$ cat config.mk
export PLATFORM = sky130hd
export DESIGN_NAME = mhb_dev_port_flat
export DESIGN_NICKNAME = d
export VERILOG_FILES = /design/src/common/mhb_pkg.sv /design/src/common/mhb_if.sv /design/src/hdl/mhb_mdio_engine.sv /design/src/hdl/mhb_dev_port.sv /design/src/flat_wrapper.sv
export SDC_FILE = /design/constraint.sdc
export NUM_CORES = 2
export LEC_CHECK = 0
export BUFFER_PORTS_ARGS = -buffer_cell sky130_fd_sc_hd__buf_2
export CORE_ASPECT_RATIO = 1.75
export CORE_MARGIN = 2
export CORE_UTILIZATION = 48
export CTS_BUF_LIST = sky130_fd_sc_hd__clkbuf_4
export CTS_CLUSTER_SIZE = 8
export DETAILED_ROUTE_END_ITERATION = 10
export PLACE_DENSITY = 0.7
export SYNTH_ARGS = -nofsm -noshare
export SYNTH_HDL_FRONTEND = slang
export SYNTH_HIERARCHICAL = 1
export SYNTH_SLANG_ARGS = --single-unit
$ cat constraint.sdc
create_clock -name i_clk -period 7.7 [get_ports i_clk]
set_input_delay 0.385 -clock i_clk [delete_from_list [all_inputs] [get_ports i_clk]]
set_output_delay 0.385 -clock i_clk [all_outputs]
set_load 0.1 [all_outputs]
$ cat src/common/mhb_pkg.sv
`default_nettype none
package mhb_pkg;
    localparam int NUM_MACS     = 2;
    localparam int TABLE_DEPTH  = 4;

    // register pointers inside each mac's host space
    localparam logic [9:0] OFF_MGMT_CFG = 10'h340;
    localparam logic [9:0] OFF_UNI0     = 10'h380;
    localparam logic [9:0] OFF_UNI1     = 10'h384;
    localparam logic [9:0] OFF_TAB0     = 10'h388;
    localparam logic [9:0] OFF_TAB1     = 10'h38C;
    localparam logic [9:0] OFF_FMODE    = 10'h390;

    localparam int PTR_SEL_BIT  = 9;
    localparam int TAB_IDX_LSB  = 16;
    localparam int TAB_RNW_BIT  = 23;
    localparam int MGMT_EN_BIT  = 6;
    localparam int MGMT_DIV_W   = 6;
    localparam int PROMISC_BIT  = 31;

    localparam logic [31:0] RST_WORD   = 32'h00000000;
    localparam logic [31:0] MASK_MGMT  = 32'h0000007F;
    localparam logic [31:0] MASK_UNI1  = 32'h0000FFFF;
    localparam logic [31:0] MASK_TAB1  = 32'h0083FFFF;
    localparam logic [31:0] MASK_FMODE = 32'h80000000;

    // management frame layout, sent msb first
    localparam logic [1:0]  MDIO_OP_RD    = 2'b10;
    localparam logic [1:0]  MDIO_OP_WR    = 2'b01;
    localparam logic [31:0] MDIO_PREAMBLE = 32'hFFFFFFFF;
    localparam logic [1:0]  MDIO_START    = 2'b01;
    localparam logic [1:0]  MDIO_TA_WR    = 2'b10;
    localparam logic [1:0]  MDIO_TA_RD    = 2'b11;
    localparam logic [5:0]  MDIO_LAST_BIT = 6'd63;
    localparam logic [5:0]  MDIO_TURN_BIT = 6'd46;
    localparam logic [5:0]  MDIO_DATA_BIT = 6'd48;

    // controller registers on the ahb side
    localparam logic [7:0] HOFF_CMD      = 8'h00;
    localparam logic [7:0] HOFF_WDATA    = 8'h04;
    localparam logic [7:0] HOFF_RDATA    = 8'h08;
    localparam logic [7:0] HOFF_RDATA_HI = 8'h0C;
    localparam logic [7:0] HOFF_STATUS   = 8'h10;
    localparam int CMD_MGMT_BIT  = 10;
    localparam int CMD_MAC_BIT   = 11;
    localparam int CMD_OP_LSB    = 12;
    localparam int CMD_TABRD_BIT = 14;

    typedef enum logic [2:0] {
        HST_IDLE, HST_CFG_WR, HST_CFG_RD, HST_TAB_LO, HST_TAB_HI,
        HST_MDIO_REQ, HST_MDIO_GAP, HST_MDIO_WAIT
    } mhb_host_state_t;
endpackage : mhb_pkg
`default_nettype wire

$ cat src/common/mhb_if.sv
`default_nettype none
interface mhb_if (input wire logic i_clk);
    logic        dcr_path_select;
    logic        host_mgmt_select;
    logic [9:0]  host_reg_pointer;
    logic        second_mac_select;
    logic [1:0]  host_operation_code;
    logic [31:0] host_write_word;
    logic [31:0] host_read_word;
    logic        host_transfer_request;
    logic        mgmt_transfer_done;

    modport dev (
        input  dcr_path_select, host_mgmt_select, host_reg_pointer, second_mac_select,
        input  host_operation_code, host_write_word, host_transfer_request,
        output host_read_word, mgmt_transfer_done
    );
    modport host (
        output dcr_path_select, host_mgmt_select, host_reg_pointer, second_mac_select,
        output host_operation_code, host_write_word, host_transfer_request,
        input  host_read_word, mgmt_transfer_done
    );
endinterface : mhb_if
`default_nettype wire

$ cat src/hdl/mhb_mdio_engine.sv
`default_nettype none
module mhb_mdio_engine
    import mhb_pkg::*;
#(
    parameter int DIV_W = MGMT_DIV_W
) (
    input  wire logic             i_clk,
    input  wire logic             i_rstn,
    input  wire logic             i_start,
    input  wire logic [1:0]       i_op,
    input  wire logic [4:0]       i_phyad,
    input  wire logic [4:0]       i_regad,
    input  wire logic [15:0]      i_wdata,
    input  wire logic [DIV_W-1:0] i_div,
    input  wire logic             i_mdio_in,
    output logic                  o_busy,
    output logic                  o_done,
    output logic [15:0]           o_rdata,
    output logic                  o_mdc,
    output logic                  o_mdio_out,
    output logic                  o_mdio_oe
);
    logic [DIV_W-1:0] div_cnt_reg;
    logic [63:0]      shift_reg;
    logic [5:0]       bit_cnt_reg;
    logic             is_rd_reg;
    logic             sync1_reg;
    logic             sync2_reg;
    logic             tick;
    logic [63:0]      frame;

    assign tick  = o_busy && (div_cnt_reg == i_div);
    assign frame = {MDIO_PREAMBLE, MDIO_START, i_op, i_phyad, i_regad,
                    (i_op == MDIO_OP_RD) ? MDIO_TA_RD : MDIO_TA_WR,
                    (i_op == MDIO_OP_RD) ? 16'hFFFF : i_wdata};

    // half-period enable derived from the host clock
    always_ff @(posedge i_clk or negedge i_rstn) begin
        if (!i_rstn) begin
            div_cnt_reg <= '0;
        end else if (i_start || tick) begin
            div_cnt_reg <= '0;
        end else begin
            div_cnt_reg <= div_cnt_reg + {{(DIV_W-1){1'b0}}, 1'b1};
        end
    end

    always_ff @(posedge i_clk or negedge i_rstn) begin
        if (!i_rstn) begin
            sync1_reg <= 1'b1;
            sync2_reg <= 1'b1;
        end else begin
            sync1_reg <= i_mdio_in;
            sync2_reg <= sync1_reg;
        end
    end

    always_ff @(posedge i_clk or negedge i_rstn) begin
        if (!i_rstn) begin
            o_busy      <= 1'b0;
            o_done      <= 1'b0;
            o_rdata     <= 16'h0000;
            o_mdc       <= 1'b0;
            o_mdio_out  <= 1'b0;
            o_mdio_oe   <= 1'b0;
            shift_reg   <= 64'h0000000000000000;
            bit_cnt_reg <= 6'd0;
            is_rd_reg   <= 1'b0;
        end else begin
            o_done <= 1'b0;
            if (i_start && !o_busy) begin
                o_busy      <= 1'b1;
                o_mdc       <= 1'b0;
                shift_reg   <= frame;
                bit_cnt_reg <= 6'd0;
                is_rd_reg   <= (i_op == MDIO_OP_RD);
                o_mdio_out  <= frame[63];
                o_mdio_oe   <= 1'b1;
            end else if (tick) begin
                o_mdc <= ~o_mdc;
                if (!o_mdc) begin
                    // the phy drives data on the falling edge, so sample on the rising one
                    if (is_rd_reg && bit_cnt_reg >= MDIO_DATA_BIT) begin
                        o_rdata <= {o_rdata[14:0], sync2_reg};
                    end
                end else if (bit_cnt_reg == MDIO_LAST_BIT) begin
                    o_busy     <= 1'b0;
                    o_done     <= 1'b1;
                    o_mdio_oe  <= 1'b0;
                    o_mdio_out <= 1'b0;
                end else begin
                    bit_cnt_reg <= bit_cnt_reg + 6'd1;
                    shift_reg   <= {shift_reg[62:0], 1'b0};
                    o_mdio_out  <= shift_reg[62];
                    o_mdio_oe   <= !is_rd_reg || ((bit_cnt_reg + 6'd1) < MDIO_TURN_BIT);
                end
            end
        end
    end
endmodule : mhb_mdio_engine
`default_nettype wire

$ cat src/hdl/mhb_dev_port.sv
// Behaviour
// integrator ties dcr path select low
// decode type from mac, mgmt select, bit9; code decodes from dcr path select, mgmt select, bit9, not mac
// opcode bit1 is active-low write, bit0 ignored
// full ten-bit pointer selects target register
// second mac select routes to mac one
// read data appears edge after pointer
// host holds config read select even cycles
// host clock at most 125 MHz
// management clock divided from host clock
// filter accesses use config access timing
// table write: word0 then word1 with rnw 0
// table read: write word1 with rnw 1
// table read returns low then high word
// disabled management completes at once, ignored
// opcode copied into frame opcode field
// pointer bits split into phy, register address
// low sixteen data bits carried both ways
// request pulse starts; ignored while busy
// done low while busy, read data valid after
// host stays off the bus until done
// word1 holds index 17:16, rnw bit 23
// all host inputs sampled on rising edge
`default_nettype none
module mhb_dev_port
    import mhb_pkg::*;
(
    input  wire logic       i_clk,
    input  wire logic       i_rstn,
    mhb_if.dev              bus,
    input  wire logic       i_mdio_in,
    output logic            o_mdc,
    output logic            o_mdio_out,
    output logic            o_mdio_oe,
    output logic [1:0]      o_promisc
);
    logic [31:0] mgmt_cfg_reg [NUM_MACS];
    logic [31:0] uni0_reg     [NUM_MACS];
    logic [31:0] uni1_reg     [NUM_MACS];
    logic [31:0] tab0_reg     [NUM_MACS];
    logic [31:0] tab1_reg     [NUM_MACS];
    logic [31:0] fmode_reg    [NUM_MACS];
    logic [47:0] table_reg    [NUM_MACS][TABLE_DEPTH];

    logic [31:0] rd_word_reg;
    logic [1:0]  fetch_stage_reg;
    logic        fetch_mac_reg;
    logic        mdio_mac_reg;
    logic        mdio_rd_reg;

    logic        host_en;
    logic        mac;
    logic        cfg_acc;
    logic        cfg_wr;
    logic        cfg_rd;
    logic        mdio_req;
    logic        mdio_start;
    logic [1:0]  tab_idx;
    logic        tab_fetch;
    logic [31:0] wdata;
    logic        eng_busy;
    logic        eng_done;
    logic [15:0] eng_rdata;

    // dcr path off: host bus in use
    assign host_en  = !bus.dcr_path_select;
    assign mac      = bus.second_mac_select;
    assign cfg_acc  = host_en && !bus.host_mgmt_select
                      && bus.host_reg_pointer[PTR_SEL_BIT];
    assign cfg_wr   = cfg_acc && !bus.host_operation_code[1];
    assign cfg_rd   = cfg_acc && bus.host_operation_code[1];
    assign mdio_req = host_en && bus.host_mgmt_select && bus.host_transfer_request;
    assign wdata    = bus.host_write_word;
    assign tab_idx  = wdata[TAB_IDX_LSB +: 2];
    assign tab_fetch = cfg_wr && (bus.host_reg_pointer == OFF_TAB1) && wdata[TAB_RNW_BIT];

    // busy engine or disabled mac: request dropped
    assign mdio_start = mdio_req && !eng_busy
                        && mgmt_cfg_reg[mac][MGMT_EN_BIT];                         // see R14

    assign bus.mgmt_transfer_done = !eng_busy && !eng_done;                       // see R19
    assign bus.host_read_word     = rd_word_reg;
    assign o_promisc = {fmode_reg[1][PROMISC_BIT], fmode_reg[0][PROMISC_BIT]};

    function automatic logic [31:0] reg_pick(input logic m, input logic [9:0] p);
        logic [31:0] v;
        v = RST_WORD;
        case (p)
            OFF_MGMT_CFG: v = mgmt_cfg_reg[m];
            OFF_UNI0:     v = uni0_reg[m];
            OFF_UNI1:     v = uni1_reg[m];
            OFF_TAB0:     v = tab0_reg[m];
            OFF_TAB1:     v = tab1_reg[m];
            OFF_FMODE:    v = fmode_reg[m];
            default:      v = RST_WORD;
        endcase
        return v;
    endfunction : reg_pick

    // plain configuration and filter words
    always_ff @(posedge i_clk or negedge i_rstn) begin
        if (!i_rstn) begin
            for (int i = 0; i < NUM_MACS; i++) begin
                mgmt_cfg_reg[i] <= RST_WORD;
                uni0_reg[i]     <= RST_WORD;
                uni1_reg[i]     <= RST_WORD;
                fmode_reg[i]    <= RST_WORD;
            end
        end else if (cfg_wr) begin
            case (bus.host_reg_pointer) // see R4
                OFF_MGMT_CFG: mgmt_cfg_reg[mac] <= wdata & MASK_MGMT;
                OFF_UNI0:     uni0_reg[mac]     <= wdata;
                OFF_UNI1:     uni1_reg[mac]     <= wdata & MASK_UNI1;
                OFF_FMODE:    fmode_reg[mac]    <= wdata & MASK_FMODE;
                default:      ;
            endcase
        end
    end

    // general address table behind its two staging words
    always_ff @(posedge i_clk or negedge i_rstn) begin
        if (!i_rstn) begin
            for (int i = 0; i < NUM_MACS; i++) begin
                tab0_reg[i] <= RST_WORD;
                tab1_reg[i] <= RST_WORD;
                for (int j = 0; j < TABLE_DEPTH; j++) begin
                    table_reg[i][j] <= 48'h000000000000;
                end
            end
        end else if (cfg_wr) begin
            if (bus.host_reg_pointer == OFF_TAB0) begin
                tab0_reg[mac] <= wdata;
            end else if (bus.host_reg_pointer == OFF_TAB1) begin
                if (wdata[TAB_RNW_BIT]) begin
                    tab0_reg[mac] <= table_reg[mac][tab_idx][31:0];
                    tab1_reg[mac] <= (wdata & MASK_TAB1 & ~MASK_UNI1)
                                     | {16'h0000, table_reg[mac][tab_idx][47:32]};
                end else begin // see R11
                    tab1_reg[mac]           <= wdata & MASK_TAB1;
                    table_reg[mac][tab_idx] <= {wdata[15:0], tab0_reg[mac]};
                end
            end
        end
    end

    // two-word return sequence after a table fetch
    always_ff @(posedge i_clk or negedge i_rstn) begin
        if (!i_rstn) begin
            fetch_stage_reg <= 2'd0;
            fetch_mac_reg   <= 1'b0;
        end else if (tab_fetch) begin
            fetch_stage_reg <= 2'd1;
            fetch_mac_reg   <= mac;
        end else if (fetch_stage_reg == 2'd1) begin
            fetch_stage_reg <= 2'd2;
        end else begin
            fetch_stage_reg <= 2'd0;
        end
    end

    // every read result lands here
    always_ff @(posedge i_clk or negedge i_rstn) begin
        if (!i_rstn) begin
            rd_word_reg <= RST_WORD;
        end else if (cfg_rd) begin
            rd_word_reg <= reg_pick(mac, bus.host_reg_pointer); // see R6
        end else if (fetch_stage_reg == 2'd1) begin
            rd_word_reg <= tab0_reg[fetch_mac_reg];
        end else if (fetch_stage_reg == 2'd2) begin
            rd_word_reg <= {16'h0000, tab1_reg[fetch_mac_reg][15:0]};
        end else if (eng_done && mdio_rd_reg) begin
            rd_word_reg <= {16'h0000, eng_rdata}; // see R17
        end
    end

    always_ff @(posedge i_clk or negedge i_rstn) begin
        if (!i_rstn) begin
            mdio_mac_reg <= 1'b0;
            mdio_rd_reg  <= 1'b0;
        end else if (mdio_start) begin
            mdio_mac_reg <= mac;
            mdio_rd_reg  <= (bus.host_operation_code == MDIO_OP_RD);
        end
    end

    // one engine is shared; the divider follows the mac that owns the transfer
    mhb_mdio_engine #(
        .DIV_W      (MGMT_DIV_W)
    ) u_engine (
        .i_clk      (i_clk),
        .i_rstn     (i_rstn),
        .i_start    (mdio_start),
        .i_op       (bus.host_operation_code),
        .i_phyad    (bus.host_reg_pointer[9:5]),
        .i_regad    (bus.host_reg_pointer[4:0]),
        .i_wdata    (wdata[15:0]),
        .i_div      (mgmt_cfg_reg[mdio_mac_reg][MGMT_DIV_W-1:0]),
        .i_mdio_in  (i_mdio_in),
        .o_busy     (eng_busy),
        .o_done     (eng_done),
        .o_rdata    (eng_rdata),
        .o_mdc      (o_mdc),
        .o_mdio_out (o_mdio_out),
        .o_mdio_oe  (o_mdio_oe)
    );
endmodule : mhb_dev_port
`default_nettype wire

$ cat src/flat_wrapper.sv
// flat-port wrapper written by rule: the top's interface ports become plain ports
module mhb_dev_port_flat import mhb_pkg::*;
  (i_clk, i_rstn, i_mdio_in, o_mdc, o_mdio_out, o_mdio_oe, o_promisc, bus_dcr_path_select, bus_host_mgmt_select, bus_host_reg_pointer, bus_second_mac_select, bus_host_operation_code, bus_host_write_word, bus_host_transfer_request, bus_host_read_word, bus_mgmt_transfer_done);
  mhb_if bus_i (.i_clk(i_clk));
  input  wire logic i_clk;
  input  wire logic i_rstn;
  input  wire logic i_mdio_in;
  output logic o_mdc;
  output logic o_mdio_out;
  output logic o_mdio_oe;
  output logic [1:0] o_promisc;
  input wire logic [$bits(bus_i.dcr_path_select)-1:0] bus_dcr_path_select;
  input wire logic [$bits(bus_i.host_mgmt_select)-1:0] bus_host_mgmt_select;
  input wire logic [$bits(bus_i.host_reg_pointer)-1:0] bus_host_reg_pointer;
  input wire logic [$bits(bus_i.second_mac_select)-1:0] bus_second_mac_select;
  input wire logic [$bits(bus_i.host_operation_code)-1:0] bus_host_operation_code;
  input wire logic [$bits(bus_i.host_write_word)-1:0] bus_host_write_word;
  input wire logic [$bits(bus_i.host_transfer_request)-1:0] bus_host_transfer_request;
  output wire logic [$bits(bus_i.host_read_word)-1:0] bus_host_read_word;
  output wire logic [$bits(bus_i.mgmt_transfer_done)-1:0] bus_mgmt_transfer_done;
  assign bus_i.dcr_path_select = bus_dcr_path_select;
  assign bus_i.host_mgmt_select = bus_host_mgmt_select;
  assign bus_i.host_reg_pointer = bus_host_reg_pointer;
  assign bus_i.second_mac_select = bus_second_mac_select;
  assign bus_i.host_operation_code = bus_host_operation_code;
  assign bus_i.host_write_word = bus_host_write_word;
  assign bus_i.host_transfer_request = bus_host_transfer_request;
  assign bus_host_read_word = bus_i.host_read_word;
  assign bus_mgmt_transfer_done = bus_i.mgmt_transfer_done;
  mhb_dev_port u_core (.i_clk(i_clk), .i_rstn(i_rstn), .bus(bus_i), .i_mdio_in(i_mdio_in), .o_mdc(o_mdc), .o_mdio_out(o_mdio_out), .o_mdio_oe(o_mdio_oe), .o_promisc(o_promisc));
endmodule
==> flow_metrics.env <==
export IMPL_status="finished clean"
export IMPL_cellLeakagePower_uw=0.01899
export IMPL_crit_top_cell="nand2_1"
export IMPL_coreArea_um2=74160
export IMPL_grt_pass1_wl_mm=151.3
export IMPL_cts_made_buffers=171
export IMPL_clock_sinks=760
export IMPL_drt_pass1_iter_count=5
export IMPL_max_slew_margin_rel_pct=16.71
export IMPL_crit_start="u_core/u_engine/o_busy$_DFFE_PN0P_"
export IMPL_ctsHoldBuffers=49
export IMPL_vias=23900
export IMPL_die_area_um2=77200
export IMPL_rows=132
export IMPL_largest_reg_flops=384
export IMPL_die_y_um=366.1
export IMPL_ys_warn_count=6
export IMPL_critPathSlowestCell="nor4_4"
export IMPL_grt_max_degree=201
export IMPL_rsz0062_at_grt="false"
export IMPL_clk_insertion_delay_late_ps=1010
export IMPL_grt_pass1_vias=25830
export IMPL_grt_ovfl_total=0
export IMPL_cp_num_buf_inv=2
export IMPL_synth_area_um2=35950
export IMPL_finalHoldViolations=0
export IMPL_ys_types=68
export IMPL_postCtsResizedCells=0
export IMPL_wl_per_cell_um=24.79
export IMPL_synth_edf_count=0
export IMPL_cts_setup_buffers=0
export IMPL_netlist_instances=2719
export IMPL_slew_viol_final=0
export IMPL_fin_skew_ps=59.04
export IMPL_critPathLaunchType="register"
export IMPL_path_cells="nor4bb_1 > dlygate4sd3_1 > nand2_1 > inv_1 > nand2b_2 > nand2_1 > nor4_4 > mux2_2"
export IMPL_grt_use_total_pct=25.64
export IMPL_postPlaceCellArea_um2=36990
export IMPL_ctsRootBufferMaster="clkbuf_4"
export IMPL_drive_gt1_share_pct=39.32
export IMPL_finalCritPeriodShare_pct=51.29
export IMPL_timing_rr_start="u_core/u_engine/o_busy$_DFFE_PN0P_"
export IMPL_cts_buffer_depth=3
export IMPL_clk_pin_slew_ps=70
export IMPL_hpwl_mm=60.64
export IMPL_syn_area_per_cell_um2=13.22
export IMPL_ys_async_sr_fraction_pct=100.0
export IMPL_cts_tree="built"
export IMPL_max_cap_viol_count=0
export IMPL_grt_busiest_layer="met2"
export IMPL_ys_seq_area_share_pct=52.90
export IMPL_mostFrequentLayoutCells="dfrtp_1, mux2_2, clkbuf_4, nand2_1, o21ai_0"
export IMPL_r2r_slack_ps=3750
export IMPL_io_pins=89
export IMPL_fin_area_um2=39740
export IMPL_ant_nets=0
export IMPL_worst_path_max_fanout=62
export IMPL_ys_flop_type="dfrtp_1"
export IMPL_portBuffers=88
export IMPL_synth_nets=2772
export IMPL_crit_family="simple AND/OR/NAND/NOR gates"
export IMPL_drtIter0Drc=1958
export IMPL_grt_util_met2_pct=43.04
export IMPL_tns_ps=0
export IMPL_clock_fmax_mhz=253.2
export IMPL_crit_type="reg2reg"
export IMPL_wl_mm=97.15
export IMPL_r2r_end="u_core/u_engine/o_rdata[9]$_DFFE_PN0P_"
export IMPL_tightestPinTransition_ps=1248
export IMPL_period_minus_slack_ps=3949
export IMPL_initial_core_util_pct=48.48
export IMPL_cp_required_ps=8580
export IMPL_antenna_found_initial=5
export IMPL_cts_htree_levels=4
export IMPL_fp_dieW_um=210.9
export IMPL_grtUsageMet3_pct=5.100
export IMPL_cp_arrival_ps=4830
export IMPL_routed_via_density=6.099
export IMPL_r2r_cells=8
export IMPL_area_delta_synth_final_pct=10.53
export IMPL_layout_nets=2898
export IMPL_grt_use_met1_pct=30.61
export IMPL_layout_commonest_cell="dfrtp_1"
export IMPL_setup_viol=0
export IMPL_gp_congestion=0.8842
export IMPL_irDropWorstVdd_uv=107.9
export IMPL_end_kind="register"
export IMPL_ys_seq_elements=760
export IMPL_cpPeakStageDelay_ps=940
export IMPL_drc=0
export IMPL_hold_path_class="in2async"
export IMPL_powerDensity_nw_per_um2=193.2
synthesized netlist by cell type (all sizes together), types with 8 or more instances:
master,n,share of area [%]
inv,21,0.22
o31ai,61,1.3
o32a,15,0.42
clkbuf,135,1.4
a22oi,19,0.40
nand2,164,1.7
nor3,12,0.25
mux2i,73,2.0
o221ai,13,0.32
nand3,68,0.95
nor2b,75,1.3
mux2,625,20
dfrtp,758,53
mux4,109,6.8
a21oi,19,0.26
a31oi,14,0.24
nand2b,38,0.66
nor2,90,0.94
a221oi,8,0.19
a211oi,58,1.2
o22ai,34,0.59
o21ai,127,1.8
buf,86,1.4
area by class of cell:
type                    instances  area (um2)
multi-input cells            1717       15930
clock inverters                55       354.1
diodes                          3       7.507
well taps                     938        1174
flip-flops and latches        760       19020
repair buffers                174        1292
fillers                      6129       34420
inverters                      21       78.83
clock buffers                 251        1884
worst max path at each step:
stage | depth (start not counted) | slack (ps) | endpoint
finish | 8 | 3750 | u_core/u_engine/o_rdata[9]$_DFFE_PN0P_
global route | 8 | 3440 | u_core/u_engine/o_rdata[15]$_DFFE_PN0P_
CTS | 8 | 3800 | u_core/u_engine/o_rdata[14]$_DFFE_PN0P_
detailed placement | 8 | 3650 | u_core/u_engine/o_rdata[11]$_DFFE_PN0P_
global placement | 8 | 3720 | u_core/u_engine/o_rdata[0]$_DFFE_PN0P_
floorplan | 12 | 4420 | u_core/u_engine/o_rdata[10]$_DFFE_PN0P_
power by group:
part	switching [uW]	total, uW	internal (uW)
Sequential	20.2	4030	4010
Combinational	298	404	106
Clock	1610	3250	1640
Total	1930	7680	5750
worst register-to-register path, stage by stage (launching register included):
cell	delay (ps)
dfrtp_1	470
nor4bb_1	100
dlygate4sd3_1	570
nand2_1	130
inv_1	110
nand2b_2	770
nand2_1	330
nor4_4	940
mux2_2	440
per-layer routing:
layer	vias up	wire (um)
met5	-	16
met4	2	5408
li1	10350	-
met1	12430	37180
met2	860	48930
met3	255	5616
metrics by stage:
step	utilization [%]	std cells	setup WS, ps	total power, uW	hold slack (ps)
after global routing	53.59	3919	3441	8005	52.54
after CTS	53.58	3916	3802	7776	10.88
after global placement	49.88	3561	3719	4478	347.0
after floorplan	-	2719	4418	4293	89.41
final	53.59	3919	3751	7676	91.27
after detailed placement	49.88	3561	3648	4488	353.5
cells by family (layout without fill, tap and decap cells):
family / after synthesis / after routing / synth area share, %
multiplexers: 807 / 807 / 29.27
flip-flops: 760 / 760 / 52.90
AO/OA/AOI/OAI: 403 / 403 / 7.541
XOR/XNOR: 13 / 13 / 0.3167
AND/OR/NAND/NOR: 492 / 492 / 6.866
adder cells (fa/ha/maj): 2 / 2 / 0.06959
other: 0 / 3 / 0
buffers and inverters: 242 / 501 / 3.035
No activity file was read; power rests on OpenSTA's default activity.
